$ cat src/pkg/ssf_defs.svh
// Constants of the serial status flag block
//
// Contract
// - Conflict flag reads 1 after chip-select conflict
// - Four-wire master: chip-select low sets conflict
// - Four-wire slave: chip-select high mid-frame sets conflict
// - Overrun flag reads 1 after overrun
// - Reception ending with data-full set sets overrun
// - Overrun set blocks any new reception
// - Overrun set blocks master transmission start
// - Data-full flag shows unread received data
// - Reading receive data clears data-full flag
// - Transmit-end flag reads 1 when sending done
// - Transmit-empty flag reads 1 when nothing queued (reset loads 0; it first sets when a byte is loaded)
// - Unused status bits read 0, written 0
// - Mode bit 1 selects four-wire chip-select mode
// - Master/slave bit 1 selects master, internal clock
// - Receive interrupt enable gates full and overrun
`ifndef SSF_DEFS_SVH
`define SSF_DEFS_SVH

// ---------------------------------------------------------------
// Register addresses
// ---------------------------------------------------------------
`define SSF_ADDR_W 24
`define SSF_A_STATUS 24'h044f0c
`define SSF_A_MODE2 24'h044f0d
`define SSF_A_CTRL 24'h044f10
`define SSF_A_TXD 24'h044f11
`define SSF_A_RXD 24'h044f12
`define SSF_A_IRQST 24'h044f13
`define SSF_A_IRQMSK 24'h044f14

// ---------------------------------------------------------------
// Field positions
// ---------------------------------------------------------------
`define SSF_B_CE 0
`define SSF_B_RX_OVERRUN_FLAG 2
`define SSF_B_RX_DATA_FULL_FLAG 5
`define SSF_B_TX_COMPLETE_FLAG 6
`define SSF_B_TX_DATA_EMPTY_FLAG 7
`define SSF_B_FOURW 7
`define SSF_B_MASTER 0
`define SSF_B_RXEN 1
`define SSF_B_TXEN 2
`define SSF_B_RXIE 3
`define SSF_STATUS_USED 8'he5

// ---------------------------------------------------------------
// Reset values and timing
// ---------------------------------------------------------------
`define SSF_RST_STATUS 8'h00
`define SSF_RST_CTRL 8'h00
`define SSF_FRAME_BITS 4'h8
`define SSF_IDLE_TX 8'hff
`define SSF_SYS_MHZ 50
`define SSF_SCK_DIV 4
`define SSF_HALF_CYCLES (`SSF_SCK_DIV / 2)

`endif

$ cat src/pkg/ssf_pkg.sv
// Types shared by the serial status flag block
package ssf_pkg;
	typedef enum logic {ST_IDLE, ST_SHIFT} ssf_state_t;
	typedef logic [7:0] ssf_byte_t;
endpackage

$ cat src/pkg/ssf_if.sv
// Link between flag control and shift engine
`timescale 1ns/1ps
interface ssf_if;
	logic start;
	ssf_pkg::ssf_byte_t tx_byte;
	logic master;
	logic run;
	logic busy;
	logic done;
	ssf_pkg::ssf_byte_t rx_byte;
	modport ctl (output start, output tx_byte, output master,
		output run, input busy, input done, input rx_byte);
	modport eng (input start, input tx_byte, input master,
		input run, output busy, output done, output rx_byte);
endinterface

$ cat src/rtl/ssf_shift.sv
// Eight-bit shift engine, master or slave clocked
`timescale 1ns/1ps
`include "ssf_defs.svh"
module ssf_shift #(
	parameter int HALF = `SSF_HALF_CYCLES
) (
	input wire logic clk, // System clock
	input wire logic rst, // Sync reset, high
	input wire logic sck_in, // Serial clock pin in
	input wire logic sdi_in, // Serial data pin in
	output logic sck_out, // Serial clock out
	output logic sck_oe, // Serial clock drive
	output logic sdo, // Serial data out
	ssf_if.eng lk // Control side
);
	// ---------------------------------------------------------------
	// Pin synchronisers
	// ---------------------------------------------------------------
	logic sck_s1_q, sck_s2_q, sck_s3_q, sdi_s1_q, sdi_s2_q;
	always_ff @(posedge clk) begin
		if (rst) begin
			sck_s1_q <= 1'b0;
			sck_s2_q <= 1'b0;
			sck_s3_q <= 1'b0;
			sdi_s1_q <= 1'b0;
			sdi_s2_q <= 1'b0;
		end else begin
			sck_s1_q <= sck_in;
			sck_s2_q <= sck_s1_q;
			sck_s3_q <= sck_s2_q;
			sdi_s1_q <= sdi_in;
			sdi_s2_q <= sdi_s1_q;
		end
	end

	// ---------------------------------------------------------------
	// Shift state
	// ---------------------------------------------------------------
	ssf_pkg::ssf_state_t st_q, st_d;
	logic [7:0] sh_q, sh_d, rx_q, rx_d, div_q, div_d;
	logic [3:0] bit_q, bit_d;
	logic sck_q, sck_d, done_q, done_d, rise, fall;
	logic smp_q, smp_d, smp;

	always_comb begin
		st_d = st_q;
		sh_d = sh_q;
		rx_d = rx_q;
		div_d = div_q;
		bit_d = bit_q;
		sck_d = sck_q;
		done_d = 1'b0;
		smp_d = 1'b0;
		rise = 1'b0;
		fall = 1'b0;
		smp = 1'b0;
		unique case (st_q)
			ssf_pkg::ST_IDLE: begin
				sck_d = 1'b0;
				if (lk.start) begin
					sh_d = lk.tx_byte;
					bit_d = 4'h0;
					div_d = 8'h00;
					st_d = ssf_pkg::ST_SHIFT;
				end
			end
			ssf_pkg::ST_SHIFT: begin
				if (lk.master) begin
					if (div_q == 8'(HALF - 1)) begin
						div_d = 8'h00;
						sck_d = ~sck_q;
						rise = ~sck_q;
						fall = sck_q;
					end else begin
						div_d = div_q + 8'h01;
					end
					// Synced data lags our own edge: sample a cycle late
					smp = smp_q;
					smp_d = rise;
				end else begin
					rise = sck_s2_q & ~sck_s3_q;
					fall = ~sck_s2_q & sck_s3_q;
					smp = rise;
				end
				if (!lk.run) begin
					// Frame aborted, nothing delivered
					st_d = ssf_pkg::ST_IDLE;
				end else begin
					if (smp) begin
						rx_d = {rx_q[6:0], sdi_s2_q};
					end
					if (rise) begin
						bit_d = bit_q + 4'h1;
					end
					if (fall) begin
						sh_d = {sh_q[6:0], 1'b0};
						if (bit_q == `SSF_FRAME_BITS) begin
							done_d = 1'b1;
							st_d = ssf_pkg::ST_IDLE;
						end
					end
				end
			end
		endcase
	end

	always_ff @(posedge clk) begin
		if (rst) begin
			st_q <= ssf_pkg::ST_IDLE;
			sh_q <= 8'h00;
			rx_q <= 8'h00;
			div_q <= 8'h00;
			bit_q <= 4'h0;
			sck_q <= 1'b0;
			done_q <= 1'b0;
			smp_q <= 1'b0;
		end else begin
			st_q <= st_d;
			sh_q <= sh_d;
			rx_q <= rx_d;
			div_q <= div_d;
			bit_q <= bit_d;
			sck_q <= sck_d;
			done_q <= done_d;
			smp_q <= smp_d;
		end
	end

	assign sck_out = sck_q;
	assign sck_oe = lk.master;
	assign sdo = sh_q[7];
	assign lk.busy = (st_q == ssf_pkg::ST_SHIFT);
	assign lk.done = done_q;
	assign lk.rx_byte = rx_q;
endmodule

$ cat src/rtl/ssf_top.sv
// Serial interface status flags with register port
`timescale 1ns/1ps
`include "ssf_defs.svh"
module ssf_top #(
	parameter int HALF = `SSF_HALF_CYCLES
) (
	input wire logic CLK_SYS, // System clock 50 MHz
	input wire logic SYS_RST, // Sync reset, high
	input wire logic [23:0] REG_ADDR, // Register address
	input wire logic [7:0] REG_WDATA, // Write data
	input wire logic REG_WR, // Write strobe
	input wire logic REG_RD, // Read strobe
	output logic [7:0] REG_RDATA, // Read data, next cycle
	input wire logic SCK_I, // Serial clock pin in
	output logic SCK_O, // Serial clock pin out
	output logic SCK_OE, // Serial clock drive enable
	input wire logic SDI, // Serial data in
	output logic SDO, // Serial data out
	input wire logic CHIP_SELECT_PIN, // Chip select in
	output logic IRQ // Interrupt, level high
);
	ssf_if lk();

	ssf_shift #(.HALF(HALF)) u_shift (
		.clk(CLK_SYS),
		.rst(SYS_RST),
		.sck_in(SCK_I),
		.sdi_in(SDI),
		.sck_out(SCK_O),
		.sck_oe(SCK_OE),
		.sdo(SDO),
		.lk(lk)
	);

	function automatic logic hit(input logic [23:0] a,
		input logic [23:0] ref_a);
		hit = (a == ref_a);
	endfunction

	logic wr_status, wr_mode2, wr_ctrl, wr_txd, wr_irqst, wr_irqmsk;
	logic rd_rxd;
	assign wr_status = REG_WR & hit(REG_ADDR, `SSF_A_STATUS);
	assign wr_mode2 = REG_WR & hit(REG_ADDR, `SSF_A_MODE2);
	assign wr_ctrl = REG_WR & hit(REG_ADDR, `SSF_A_CTRL);
	assign wr_txd = REG_WR & hit(REG_ADDR, `SSF_A_TXD);
	assign wr_irqst = REG_WR & hit(REG_ADDR, `SSF_A_IRQST);
	assign wr_irqmsk = REG_WR & hit(REG_ADDR, `SSF_A_IRQMSK);
	assign rd_rxd = REG_RD & hit(REG_ADDR, `SSF_A_RXD);

	// ---------------------------------------------------------------
	// Chip select synchroniser
	// ---------------------------------------------------------------
	logic cs_s1_q, cs_s2_q;
	always_ff @(posedge CLK_SYS) begin
		if (SYS_RST) begin
			cs_s1_q <= 1'b1;
			cs_s2_q <= 1'b1;
		end else begin
			cs_s1_q <= CHIP_SELECT_PIN;
			cs_s2_q <= cs_s1_q;
		end
	end

	// ---------------------------------------------------------------
	// Configuration
	// ---------------------------------------------------------------
	logic four_wire_q, four_wire_d;
	logic [7:0] ctrl_q, ctrl_d;
	logic master, rx_en, tx_en, rx_ie;

	always_comb begin
		four_wire_d = four_wire_q;
		ctrl_d = ctrl_q;
		if (wr_mode2) begin
			four_wire_d = REG_WDATA[`SSF_B_FOURW];
		end
		if (wr_ctrl) begin
			ctrl_d = REG_WDATA;
		end
	end

	always_ff @(posedge CLK_SYS) begin
		if (SYS_RST) begin
			four_wire_q <= 1'b0;
			ctrl_q <= `SSF_RST_CTRL;
		end else begin
			four_wire_q <= four_wire_d;
			ctrl_q <= ctrl_d;
		end
	end

	assign master = ctrl_q[`SSF_B_MASTER];
	assign rx_en = ctrl_q[`SSF_B_RXEN];
	assign tx_en = ctrl_q[`SSF_B_TXEN];
	assign rx_ie = ctrl_q[`SSF_B_RXIE];

	// ---------------------------------------------------------------
	// Status flags and data holding registers
	// ---------------------------------------------------------------
	logic ce_q, ce_d, rx_overrun_flag_q, rx_overrun_flag_d, rx_data_full_flag_q, rx_data_full_flag_d;
	logic tx_complete_flag_q, tx_complete_flag_d, tx_data_empty_flag_q, tx_data_empty_flag_d;
	logic [7:0] tx_hold_q, tx_hold_d, rx_hold_q, rx_hold_d;
	logic cs_high, slave_blocked, go, load_tx;
	logic set_ce, set_rx_overrun_flag, set_rx_data_full_flag, set_tx_complete_flag, set_tx_data_empty_flag;

	// Flag write: a written 0 clears, a written 1 keeps
	function automatic logic wflag(input logic cur, input logic set,
		input logic clr);
		wflag = set | (cur & ~clr);
	endfunction

	always_comb begin
		cs_high = four_wire_q & cs_s2_q;
		// In four-wire mode, slave is deselected while chip select is high
		slave_blocked = ~master & cs_high;
		lk.master = master;
		lk.run = ~slave_blocked;
		go = 1'b0;
		if (!lk.busy && !lk.done && !rx_overrun_flag_q) begin
			if (master) begin
				go = tx_en & ~tx_data_empty_flag_q;
			end else begin
				go = (rx_en | tx_en) & ~slave_blocked;
			end
		end
		load_tx = go & tx_en & ~tx_data_empty_flag_q;
		lk.start = go;
		lk.tx_byte = load_tx ? tx_hold_q : `SSF_IDLE_TX;

		set_ce = 1'b0;
		if (four_wire_q && master && !cs_s2_q) begin
			set_ce = 1'b1;
		end
		if (four_wire_q && !master && cs_s2_q && lk.busy) begin
			set_ce = 1'b1;
		end
		set_rx_overrun_flag = lk.done & rx_en & rx_data_full_flag_q;
		set_rx_data_full_flag = lk.done & rx_en & ~rx_data_full_flag_q;
		set_tx_complete_flag = lk.done & tx_data_empty_flag_q;
		set_tx_data_empty_flag = load_tx;

		// writes of 1 leave flags alone; set beats clear
		ce_d = wflag(ce_q, set_ce,
			wr_status & ~REG_WDATA[`SSF_B_CE]);
		rx_overrun_flag_d = wflag(rx_overrun_flag_q, set_rx_overrun_flag,
			wr_status & ~REG_WDATA[`SSF_B_RX_OVERRUN_FLAG]);
		rx_data_full_flag_d = wflag(rx_data_full_flag_q, set_rx_data_full_flag, rd_rxd |
			(wr_status & ~REG_WDATA[`SSF_B_RX_DATA_FULL_FLAG]));
		tx_complete_flag_d = wflag(tx_complete_flag_q, set_tx_complete_flag, go |
			(wr_status & ~REG_WDATA[`SSF_B_TX_COMPLETE_FLAG]));
		tx_data_empty_flag_d = wflag(tx_data_empty_flag_q, set_tx_data_empty_flag, wr_txd |
			(wr_status & ~REG_WDATA[`SSF_B_TX_DATA_EMPTY_FLAG]));

		tx_hold_d = wr_txd ? REG_WDATA : tx_hold_q;
		// Overrun keeps the unread byte, new one is lost
		rx_hold_d = set_rx_data_full_flag ? lk.rx_byte : rx_hold_q;
	end

	always_ff @(posedge CLK_SYS) begin
		if (SYS_RST) begin
			ce_q <= 1'b0;
			rx_overrun_flag_q <= 1'b0;
			rx_data_full_flag_q <= 1'b0;
			tx_complete_flag_q <= 1'b0;
			tx_data_empty_flag_q <= 1'b0;
			tx_hold_q <= 8'h00;
			rx_hold_q <= 8'h00;
		end else begin
			ce_q <= ce_d;
			rx_overrun_flag_q <= rx_overrun_flag_d;
			rx_data_full_flag_q <= rx_data_full_flag_d;
			tx_complete_flag_q <= tx_complete_flag_d;
			tx_data_empty_flag_q <= tx_data_empty_flag_d;
			tx_hold_q <= tx_hold_d;
			rx_hold_q <= rx_hold_d;
		end
	end

	// ---------------------------------------------------------------
	// Interrupt status and mask
	// ---------------------------------------------------------------
	logic [7:0] irq_st_q, irq_st_d, irq_msk_q, irq_msk_d, ev;

	always_comb begin
		ev = 8'h00;
		ev[`SSF_B_CE] = set_ce & ~ce_q;
		ev[`SSF_B_RX_OVERRUN_FLAG] = set_rx_overrun_flag & rx_ie;
		ev[`SSF_B_RX_DATA_FULL_FLAG] = set_rx_data_full_flag & rx_ie;
		ev[`SSF_B_TX_COMPLETE_FLAG] = set_tx_complete_flag;
		ev[`SSF_B_TX_DATA_EMPTY_FLAG] = set_tx_data_empty_flag;
		// Write-one-to-clear; a new event in that cycle stays
		irq_st_d = ev | (irq_st_q & ~(wr_irqst ? REG_WDATA : 8'h00));
		irq_msk_d = wr_irqmsk ? REG_WDATA : irq_msk_q;
	end

	always_ff @(posedge CLK_SYS) begin
		if (SYS_RST) begin
			irq_st_q <= 8'h00;
			irq_msk_q <= 8'h00;
		end else begin
			irq_st_q <= irq_st_d;
			irq_msk_q <= irq_msk_d;
		end
	end

	assign IRQ = |(irq_st_q & irq_msk_q);

	// ---------------------------------------------------------------
	// Read data
	// ---------------------------------------------------------------
	logic [7:0] rdata_q, rdata_d, status;

	always_comb begin
		status = 8'h00;
		status[`SSF_B_CE] = ce_q;
		status[`SSF_B_RX_OVERRUN_FLAG] = rx_overrun_flag_q;
		status[`SSF_B_RX_DATA_FULL_FLAG] = rx_data_full_flag_q;
		status[`SSF_B_TX_COMPLETE_FLAG] = tx_complete_flag_q;
		status[`SSF_B_TX_DATA_EMPTY_FLAG] = tx_data_empty_flag_q;
		rdata_d = 8'h00;
		if (REG_RD) begin
			unique case (REG_ADDR)
				`SSF_A_STATUS: begin
					rdata_d = status & `SSF_STATUS_USED;
				end
				`SSF_A_MODE2: begin
					rdata_d = {four_wire_q, 7'h00};
				end
				`SSF_A_CTRL: begin
					rdata_d = ctrl_q;
				end
				`SSF_A_TXD: begin
					rdata_d = tx_hold_q;
				end
				`SSF_A_RXD: begin
					rdata_d = rx_hold_q;
				end
				`SSF_A_IRQST: begin
					rdata_d = irq_st_q;
				end
				`SSF_A_IRQMSK: begin
					rdata_d = irq_msk_q;
				end
				default: begin
					rdata_d = 8'h00;
				end
			endcase
		end
	end

	always_ff @(posedge CLK_SYS) begin
		if (SYS_RST) begin
			rdata_q <= 8'h00;
		end else begin
			rdata_q <= rdata_d;
		end
	end

	assign REG_RDATA = rdata_q;
endmodule

$ cat config.mk
export PLATFORM = sky130hd
export DESIGN_NAME = ssf_top
export DESIGN_NICKNAME = d
export VERILOG_FILES = /design/src/pkg/ssf_pkg.sv /design/src/pkg/ssf_if.sv /design/src/rtl/ssf_shift.sv /design/src/rtl/ssf_top.sv
export VERILOG_INCLUDE_DIRS = /design/src /design/src/pkg
export SDC_FILE = /design/constraint.sdc
export NUM_CORES = 1
export LEC_CHECK = 0
export BUFFER_PORTS_ARGS = -buffer_cell sky130_fd_sc_hd__buf_2
export CELL_PAD_IN_SITES_DETAIL_PLACEMENT = 0
export CELL_PAD_IN_SITES_GLOBAL_PLACEMENT = 1
export CORE_MARGIN = 2
export CORE_UTILIZATION = 35
export CTS_BUF_LIST = sky130_fd_sc_hd__clkbuf_8
export DETAILED_ROUTE_END_ITERATION = 7
export PLACE_DENSITY_LB_ADDON = 0.3
export SLEW_MARGIN = 5
export SYNTH_ARGS = -nofsm -noshare
export SYNTH_HDL_FRONTEND = slang
export SYNTH_SLANG_ARGS = --single-unit
$ cat constraint.sdc
create_clock -name CLK_SYS -period 2.7 [get_ports CLK_SYS]
set_input_delay 0.135 -clock CLK_SYS [delete_from_list [all_inputs] [get_ports CLK_SYS]]
set_output_delay 0.135 -clock CLK_SYS [all_outputs]
set_load 0.01 [all_outputs]
==> results of run 1 <==
through the flow:
step                setup WS (ps)  utilization (%)  cell area, um2  power, mW  std cells
CTS                         553.3            41.00            4863      2.451        669
global placement            421.7            38.97            4622      1.516        649
floorplan                   722.9                -            4217      1.462        467
global route                351.7            41.00            4863      2.517        669
finish                      565.1            41.00            4863      2.411        669
detailed placement          369.9            38.97            4622      1.517        649
critical path: stages (launching register included):
cell and delay [ps]:
dfxtp_1 400, ha_1 180, nor4b_1 500, nand4b_1 310, a21oi_1 310, nor3_1 100
a22o_1 240
cells in the final DEF (no fill, tap or decap), types with 4 or more instances in the layout:
cell type      Yosys  final
dfxtp_1           93     93
nor2_1            57     57
buf_2              1     50
nand2_1           48     48
a21oi_1           38     38
mux2i_1           33     33
nand3_1           16     16
nor3_1            12     12
inv_1              9     11
a22oi_1           11     11
nor2b_1           11     11
clkbuf_8           0     10
mux2_2             9      9
buf_4              0      8
or3_1              7      7
o21ai_0            7      7
o221a_2            7      7
a22o_1             6      6
dlygate4sd3_1      0      5
nand4_1            4      4
o31ai_1            4      4
o22ai_1            4      4
o2bb2ai_1          4      4
ha_1               4      4
final timing paths:
| kind | endpoint | cells after the start | slack, ps | from |
|---|---|---|---|---|
| hold reg to reg | cs_s2_q | 1 | 430 | cs_s1_q |
| hold / removal | irq_st_q[4] | 2 | 40 | REG_WDATA[4] |
| setup reg to reg | u_shift.bit_q[0] | 6 | 570 | u_shift.div_q[0] |
| setup / recovery | u_shift.bit_q[0] | 6 | 570 | u_shift.div_q[0] |
synth_stat cells (3+ instances only):
master	number
dfxtp_1	93
nor2_1	57
nand2_1	48
a21oi_1	38
mux2i_1	33
clkbuf_1	20
nand3_1	16
nor3_1	12
a22oi_1	11
nor2b_1	11
inv_1	9
mux2_2	9
o21ai_0	7
o221a_2	7
or3_1	7
a22o_1	6
ha_1	4
nand4_1	4
o22ai_1	4
o2bb2ai_1	4
o31ai_1	4
a211oi_1	3
a21o_1	3
a311oi_1	3
o211ai_1	3
or2_2	3
or4_1	3
xnor2_1	3
power by group:
group	switching, mW	internal, mW
clock network	0.478	0.443
registers	0.00200	1.37
logic	0.0700	0.0435
timing repair:
| action | 4_1_cts | 5_1_grt |
|---|---|---|
| setup endpoints to repair | 0 | 0 |
| endpoints found under the hold margin | 5 | 0 |
| hold buffers | 5 | 0 |
kinds of logic (layout without fill, tap and decap cells):
family,Yosys count,after routing,synth area share [%]
AOI/OAI and AO/OA,105,105,17.63
xor gates and xnor gates,3,3,0.6233
muxes,42,42,10.24
adders and majority gates,4,4,1.187
and+or+nand+nor,188,188,23.26
buffers and inverters,32,87,2.908
DFF,93,93,44.15
flip-flops by register name, indices dropped and copies added, names as in the netlist, 4 cells and up:
name                flops
REG_RDATA               8
ctrl_q                  8
irq_msk_q               8
irq_st_q                8
rx_hold_q               8
tx_hold_q               8
u_shift.div_q           8
u_shift.lk.rx_byte      8
u_shift.sh_q            8
u_shift.bit_q           4
area by class of cell:
class | instances | share of cell area (%)
Sequential cell | 93 | 38.28
Multi-Input combinational cell | 342 | 45.90
Timing Repair Buffer | 63 | 7.409
Clock buffer | 10 | 2.830
Inverter | 9 | 0.6946
Clock inverter | 5 | 1.106
Tap cell | 147 | 3.782
per-layer routing:
metal,up-vias,share of wire (%),global-route usage [%]
met2,83,46,27.74
li1,1803,-,-
met1,1730,47,23.49
met3,10,5.0,4.835
met4,0,1.4,5.366
met5,-,0,0
==> results.tsv, run 1 <==
stage	metric	value	unit
pwr	worst vdd ir	358.3	uV
clock_network	clk_lat worst skew	370	ps
sta	Slew headroom	45.68	%
die	IO Count	51	
logic_synthesis	Yosys reg bits	93	
logic_synthesis	main flop type after synthesis	dfxtp_1	
global_route	initial antenna violation count	0	
die	die area	12940	um2
pwr	pwr dens	495.8	nW/um2
sta	# setup viols final	0	
placement	GPL Wtd Cong	0.8641	
clock_network	Post-CTS Resized	0	
logic_synthesis	post-synth top area cell	dfxtp_1	
route	DRT antenna net count	0	
critical_path	critical path fanouts, max	4	
sta	RSZ-0062 raised after global routing	no	
final_layout	synthesis-to-finish area growth	15.34	%
final_layout	number of diodes	0	
logic_synthesis	Cells after Synth	467	
placement	DP HPWL	8062	um
clock_network	CTS H-tree depth	3	
final_layout	Multi-input gate area	2232	um2
clock_network	Clk pin slew, worst setup/hold paths	90	ps
global_route	first-pass GRT wire length	17510	um
final_layout	layout cells sized above 1	19.54	%
logic_synthesis	number of unique standard cell types used by synthesis	61	
logic_synthesis	Mean Syn Cell Area	9.029	um2
logic_synthesis	Synth top area share	44.15	%
logic_synthesis	FFs w/ async S/R, synth	0	%
clock_network	CTS sink count	93	
clock_network	CTS Buffer Depth	2	
pwr	Lkg Pwr	1.937	nW
route	Wirelength per Cell	16.39	um
clock_network	CTS buffer count	9	
sta	Tmin final	2135	ps
clock_network	setup bufs post-CTS	0	
die	Die Ht	113.8	um
clock_network	CTS tree	done	
sta	TNS Setup	0	ps
sta	Final period util	79.07	%
route	final wirelength	10960	um
critical_path	endpoint class of the critical path	register	
global_route	GRT Residual Overflow	0	
global_route	largest net degree at the start of global routing	30	
hold_path	HP Class	input pin to register	
die	Rows	40	
critical_path	Worst EP arrival	2400	ps
logic_synthesis	EDFF count, synth	0	
critical_path	Setup crit start kind	register	
job	Max Cap Violations	0	
logic_synthesis	Yosys warning total	0	
status	status	finished, final reports clean	
logic_synthesis	synth top area cells	dfxtp_1 (44%), mux2i_1 (7.8%), nor2_1 (5.1%), a21oi_1 (4.5%), nand2_1 (4.3%)	
die	Core Region	11860	um2
logic_synthesis	Synth Net Count	510	
route	first drt pass iteration count	5	
sta	Max Fclk	468.4	MHz
logic_synthesis	Mapped Area	4217	um2
die	Initial Util	35.55	%
placement	I/O Buffers	50	
sta	worst-margin pin slew	813.9	ps
logic_synthesis	register area share after synthesis	44.15	%
sta	worst clock skew	9.442	ps
die	die width	113.8	um
global_route	number of global-route vias before repair	3350	
route	via density per instance	5.420	
route	initial drt markers	299	
final_layout	FILL cells	1187	
critical_path	CP Data Required Time	2960	ps
route	DRC	0	
clock_network	Clk Tree Root Cell	clkbuf_8	
sta	fin. max-slew vios	0	
critical_path	WS Path Type	register to register	
sta	Final Hold Viols	0	
route	Vias	3626	
final_layout	Register Area	1862	um2
final_layout	final net count	561	
global_route	GRT Total Usage	17.55	%
sta	worst hold slack	36.16	ps
(Power assumes the default switching activity.)
==> run 2: changes to the inputs <==
Settings changed: ABC_AREA set to 1.
Clock period 2.7 ns to 2.1 ns, I/O delays scaled along.
==> run 2 against run 1 <==
  * Via count is 18% higher
  * Global-route usage is 0.89 points higher
  * Non-clock buffer count stayed put
  * Critical path depth is 1 higher
  * Die area is 8.7% higher
  * Highest routed layer unchanged
==> results.tsv, run 2 <==
stage	metric	value	unit	change
critical_path	Critical Path Most Common Cell	inv_1		
final_layout	leading cell type in the layout, fill and taps excluded	nand2_1		
final_layout	final net count	740		+32%
route	Vias	4275		+18%
critical_path	slowest CP cell	dfxtp_1		
critical_path	critical path fanouts, max	15		+11
clock_network	CTS buffer count	9		unchanged
sta	worst clock skew	11.26	ps	+1.821 ps
logic_synthesis	FFs w/ async S/R, synth	0	%	unchanged
critical_path	Setup crit start kind	register		
sta	Max Fclk	541.9	MHz	+16%
clock_network	Post-CTS Resized	0		unchanged
critical_path	Critical Path Start	u_shift.lk.busy		
global_route	GRT Residual Overflow	0		unchanged
hold_path	HP Class	input pin to register		
clock_network	CTS tree	done		
route	DRC	0		unchanged
global_route	initial antenna violation count	0		unchanged
global_route	GRT Total Usage	18.44	%	+0.89 points
final_layout	layout cells sized above 1	16.41	%	-3.1 points
logic_synthesis	Yosys reg bits	93		unchanged
logic_synthesis	Cells after Synth	641		+37%
critical_path	WP buf/inv	2		+2
route	initial drt markers	324		+8.4%
die	Die Ht	118.6	um	+4.3%
logic_synthesis	EDFF count, synth	0		unchanged
clock_network	Clk Tree Root Cell	clkbuf_8		
die	IO Count	51		unchanged
clock_network	clk_lat worst skew	380	ps	about the same
critical_path	WS Path Type	register to register		
final_layout	synthesis-to-finish area growth	14.80	%	
logic_synthesis	Mapped Area	4598	um2	+9.1%
critical_path	endpoint class of the critical path	register		
global_route	routing usage on met2	30.03	%	+2.3 points
clock_network	CTS H-tree depth	3		unchanged
placement	I/O Buffers	50		unchanged
sta	Slew headroom	57.61	%	+12 points
global_route	largest net degree at the start of global routing	27		-10%
status	status	finished, final reports clean		
sta	TNS Setup	0	ps	unchanged
die	die width	118.6	um	+4.3%
logic_synthesis	synth cell count leaders	nand2_1 (97), dfxtp_1 (93), nor2_1 (93)		
global_route	first-pass GRT wire length	20670	um	+18%
logic_synthesis	Synth top area share	40.49	%	-3.7 points
sta	Final Hold Viols	0		unchanged
pwr	worst vdd ir	494.1	uV	+38%
route	first drt pass iteration count	5		unchanged
critical_path	CP Cell Sequence	inv_1 -> nor2_2 -> inv_1 -> nand2_1 -> nand2_2 -> a21oi_1 -> nor2_1		
global_route	number of global-route vias before repair	4161		+24%
sta	Tmin final	1845	ps	-289.6 ps
critical_path	worst r2r src	u_shift.lk.busy		
critical_path	CP max stage delay	640	ps	+140 ps
logic_synthesis	Mean Syn Cell Area	7.173	um2	-21%
route	Wirelength per Cell	14.31	um	-13%
placement	GPL Wtd Cong	0.8583		-0.67%
critical_path	CP Data Required Time	2370	ps	-590 ps
pwr	pwr dens	619.5	nW/um2	+25%
sta	# setup viols final	0		unchanged
final_layout	number of diodes	0		unchanged
global_route	M1 GR Usage	24.11	%	+0.62 points
sta	RSZ-0062 raised after global routing	no		
logic_synthesis	number of unique standard cell types used by synthesis	36		-41%
die	Rows	41		+2.5%
die	die area	14070	um2	+8.7%
route	DRT antenna net count	0		unchanged
critical_path	family with the most delay on the worst path	flip-flops		
pwr	Lkg Pwr	2.237	nW	+15%
die	Initial Util	36.14	%	+0.59 points
sta	fin. max-slew vios	0		unchanged
placement	DP HPWL	9250	um	+15%
final_layout	commonest non-fill, non-tap cells in the layout	nand2_1 (97), dfxtp_1 (93), nor2_1 (93), inv_1 (86)		
die	Core Region	12720	um2	+7.3%
hold_path	Hold Startpoint	REG_WDATA[5]		
logic_synthesis	most common cell in the netlist	nand2_1		
global_route	met3 global-route usage	4.102	%	-0.73 points
logic_synthesis	main flop type after synthesis	dfxtp_1		
sta	worst hold slack	30.55	ps	-5.612 ps
global_route	grt peak-use layer	met2		
route	final wirelength	12490	um	+14%
logic_synthesis	Synth Net Count	684		+34%
logic_synthesis	register area share after synthesis	40.49	%	-3.7 points
clock_network	CTS Buffer Depth	2		unchanged
critical_path	Worst EP arrival	2110	ps	-290 ps
job	Max Cap Violations	0		unchanged
sta	worst-margin pin slew	632.0	ps	-182.0 ps
clock_network	Clk pin slew, worst setup/hold paths	90	ps	about the same
logic_synthesis	post-synth top area cell	dfxtp_1		
logic_synthesis	Yosys warning total	0		unchanged
sta	Final period util	87.87	%	+8.8 points
route	via density per instance	4.897		-9.7%
logic_synthesis	synth top area cells	dfxtp_1 (40%), nand2_1 (7.9%), nor2_1 (7.6%), inv_1 (6.9%), a21oi_1 (5.4%)		
clock_network	CTS sink count	93		unchanged
-- run 2: final cells by class --
cell class,instances,area [um2]
Sequential cell,93,1862
Fill cell,1398,7443
Tap cell,172,215.2
Inverter,91,341.6
Clock inverter,5,76.32
Multi-Input combinational cell,439,2268
Timing Repair Buffer,63,377.9
Clock buffer,10,137.6
-- run 2: worst register-to-register path: cells and delay by family, from the launching register on --
family	cells	cell delay [ps]
and+or+nand+nor	4	590
buffers and inverters	2	290
DFF	1	640
AOI/OAI and AO/OA	1	220
-- run 2: path summary, 6_finish.rpt --
path / endpoint / slack, ps / cells past startpoint
worst max-delay path: u_shift.sh_q[2] / 250 / 7
worst min-delay path: irq_msk_q[5] / 30 / 3
worst max register to register: u_shift.sh_q[2] / 250 / 7
worst min register to register: u_shift.sdi_s2_q / 410 / 2
-- run 2: where the power goes --
part           total (mW)  internal [mW]  switching (mW)
registers            1.77           1.77         0.00182
logic               0.166         0.0607           0.106
clock network        1.33          0.691           0.644
-- run 2: logic make-up (layout without fill, tap and decap cells) --
family	count (synthesis)	after routing	synth area share (%)
fa+ha+maj	4	4	1.088
compound gates	116	116	13.88
buf+inv	109	169	10.18
xor+xnor	4	4	0.7618
simple gates	315	315	33.61
flops	93	93	40.49
-- run 2: what timing repair did --
item,in CTS,in global routing
hold buffers,7,0
setup buffers,0,0
endpoints found under the hold margin,8,0
endpoints found under the setup margin,0,0
-- run 2: per-layer routing --
layer / wire length [um] / up-vias / share of wire (%)
met4: 269 / 0 / 2.2
met2: 5832 / 86 / 47
met5: 0 / - / 0
met3: 513 / 19 / 4.1
met1: 5875 / 1968 / 47
li1: - / 2202 / -
-- run 2: per-stage QoR --
stage	setup slack (ps)	total power, mW	utilization, %	instance area [um2]	cells
6_report	254.7	3.270	41.49	5279	873
5_1_grt	80.14	3.382	41.49	5279	873
4_1_cts	271.3	3.300	41.49	5279	873
3_5_place_dp	296.7	1.968	39.26	4995	851
3_3_place_gp	310.1	1.966	39.26	4995	851
2_1_floorplan	669.7	1.889	-	4598	641
==> run 3: changes to the inputs <==
Settings changed: GPL_ROUTABILITY_DRIVEN set to 0, PLACE_DENSITY set to 0.68, PLACE_DENSITY_LB_ADDON 0.3 to unset.
==> run 3 against run 2 <==
  * Sequential power hardly changed
  * Die area is the same
  * Global-route usage up 0.41 points
  * Clock power increased by 5%
  * Sequential cell count unchanged
  * First-iteration DRC count fell by 6.8%
  * Count of clock-buffer cells in the layout grew 1
  * Maximum frequency increased by 4.1%
  * Register-to-register slack improved by 70 ps
  * Largest cell class unchanged
  * Highest routed layer unchanged
==> results.tsv, run 3 (synthesis gave the netlist of run 2 again) <==
stage	metric	value	unit	change
final_layout	number of diodes	0		unchanged
global_route	largest net degree at the start of global routing	55		+100%
clock_network	CTS H-tree depth	3		unchanged
critical_path	Setup crit start kind	register		
die	IO Count	51		unchanged
final_layout	layout cells sized above 1	16.88	%	+0.47 points
route	DRC	0		unchanged
die	Rows	41		unchanged
clock_network	clk_lat worst skew	380	ps	about the same
critical_path	WS Path Type	register to register		
global_route	first-pass GRT wire length	20960	um	+1.4%
sta	RSZ-0062 raised after global routing	no		
die	Initial Util	36.14	%	unchanged
clock_network	CTS Buffer Depth	2		unchanged
final_layout	leading cell type in the layout, fill and taps excluded	nand2_1		
placement	I/O Buffers	50		unchanged
pwr	Power, Total	3.335	mW	+2.0%
route	final wirelength	12610	um	+0.94%
job	Max Cap Violations	0		unchanged
critical_path	CP Data Required Time	2380	ps	about the same
sta	TNS Setup	0	ps	unchanged
placement	DP HPWL	9353	um	+1.1%
final_layout	final net count	743		+0.41%
status	status	finished, final reports clean		
pwr	pwr dens	626.5	nW/um2	+1.1%
sta	worst clock skew	8.203	ps	-3.060 ps
route	initial drt markers	302		-6.8%
pwr	Int Power	2.564	mW	+1.8%
sta	Final period util	84.39	%	-3.5 points
pwr	Lkg Pwr	2.251	nW	+0.62%
critical_path	CP Cell Sequence	inv_2 -> nand3_2 -> nand3_2 -> inv_2 -> nand2_1 -> or2_0 -> a21oi_1 -> nor2_1		
critical_path	endpoint class of the critical path	register		
clock_network	Clk Tree Root Cell	clkbuf_8		
pwr	worst vdd ir	374.7	uV	-24%
route	via density per instance	4.891		-0.13%
pwr	power share of the clock group	41.9	%	+1.1 points
die	die width	118.6	um	unchanged
route	DRT antenna net count	0		unchanged
clock_network	CTS buffer count	9		unchanged
clock_network	CTS sink count	93		unchanged
final_layout	Register Area	1862	um2	unchanged
global_route	GRT Total Usage	18.85	%	+0.41 points
sta	fin. max-slew vios	0		unchanged
critical_path	Critical Path Start	ctrl_q[0]		
critical_path	critical path fanouts, max	11		-4
critical_path	slowest CP cell	dfxtp_1		
final_layout	synthesis-to-finish area growth	15.78	%	
die	Die Ht	118.6	um	unchanged
critical_path	Worst EP arrival	2050	ps	-60 ps
sta	worst-margin pin slew	425.4	ps	-206.6 ps
global_route	initial antenna violation count	0		unchanged
die	Core Region	12720	um2	unchanged
pwr	Sw Ratio	23.13	%	+0.16 points
global_route	GRT Residual Overflow	0		unchanged
die	die area	14070	um2	unchanged
clock_network	CTS tree	done		
final_layout	commonest non-fill, non-tap cells in the layout	nand2_1 (97), dfxtp_1 (93), nor2_1 (93), inv_1 (85)		
route	Vias	4289		+0.33%
sta	Tmin final	1772	ps	-73.19 ps
sta	Slew headroom	71.55	%	+14 points
clock_network	Clk pin slew, worst setup/hold paths	90	ps	about the same
route	Wirelength per Cell	14.38	um	+0.48%
pwr	Comb power frac	5.0	%	about the same
hold_path	HP Class	input pin to register		
critical_path	CP max stage delay	570	ps	-70 ps
sta	Final Hold Viols	0		unchanged
hold_path	Hold Startpoint	REG_WDATA[6]		
critical_path	worst r2r src	ctrl_q[0]		
pwr	Seq pwr share	53.0	%	-1.1 points
global_route	number of global-route vias before repair	4109		-1.2%
final_layout	Multi-input gate area	2268	um2	unchanged
pwr	Sw Pwr	0.7715	mW	+2.7%
route	first drt pass iteration count	5		unchanged
sta	# setup viols final	0		unchanged
final_layout	FILL cells	1383		-1.1%
sta	Max Fclk	564.3	MHz	+4.1%
==> run 3: area by class of cell <==
cell class	count	share of cell area (%)
well taps	172	4.042
clock buffers	11	2.844
repair buffers	66	7.568
clock inverters	5	1.551
inverters	91	6.416
flip-flops and latches	93	34.97
multi-input cells	439	42.61
==> run 3: critical path, delay by kind of cell, from the launching register on <==
kind	cells	cell delay [ps]
buffers and inverters	2	220
AND/OR/NAND/NOR	5	730
AO/OA/AOI/OAI	1	140
flip-flops	1	570
==> run 3: what timing repair did <==
action	CTS	global route
gates resized for setup	0	0
endpoints found under the hold margin	10	0
hold buffers	8	0
setup buffers	0	0
==> run 3: final timing paths <==
| kind | depth (start not counted) | end | slack (ps) |
|---|---|---|---|
| worst min-delay path | 3 | irq_msk_q[6] | 40 |
| worst max-delay path | 8 | u_shift.sh_q[1] | 330 |
| worst max register to register | 8 | u_shift.sh_q[1] | 330 |
| worst min register to register | 2 | u_shift.sdi_s2_q | 410 |
==> run 3: layer usage <==
metal | wire, um | track usage (%)
met5 | 0 | 0
met4 | 241 | 5.506
met3 | 596 | 5.309
met2 | 5801 | 30.32
met1 | 5969 | 24.57
==> run 3: per-stage QoR <==
step	setup WS [ps]	utilization (%)	cells	cell area, um2	hold slack, ps
CTS	305.3	41.85	877	5324	7.423
detailed placement	316.7	39.38	853	5010	293.8
global placement	347.2	39.38	853	5010	288.1
floorplan	669.7	-	641	4598	196.6
global route	143.2	41.85	877	5324	39.45
finish	327.8	41.85	877	5324	39.50
==> run 3: power groups by stage <==
stage	Sequential [mW]	Combinational (mW)	Clock (mW)
6_report	1.77	0.167	1.40
5_1_grt	1.77	0.186	1.51
4_1_cts	1.77	0.167	1.44
3_5_place_dp	1.81	0.156	0
3_3_place_gp	1.81	0.155	0
2_1_floorplan	1.81	0.0789	0
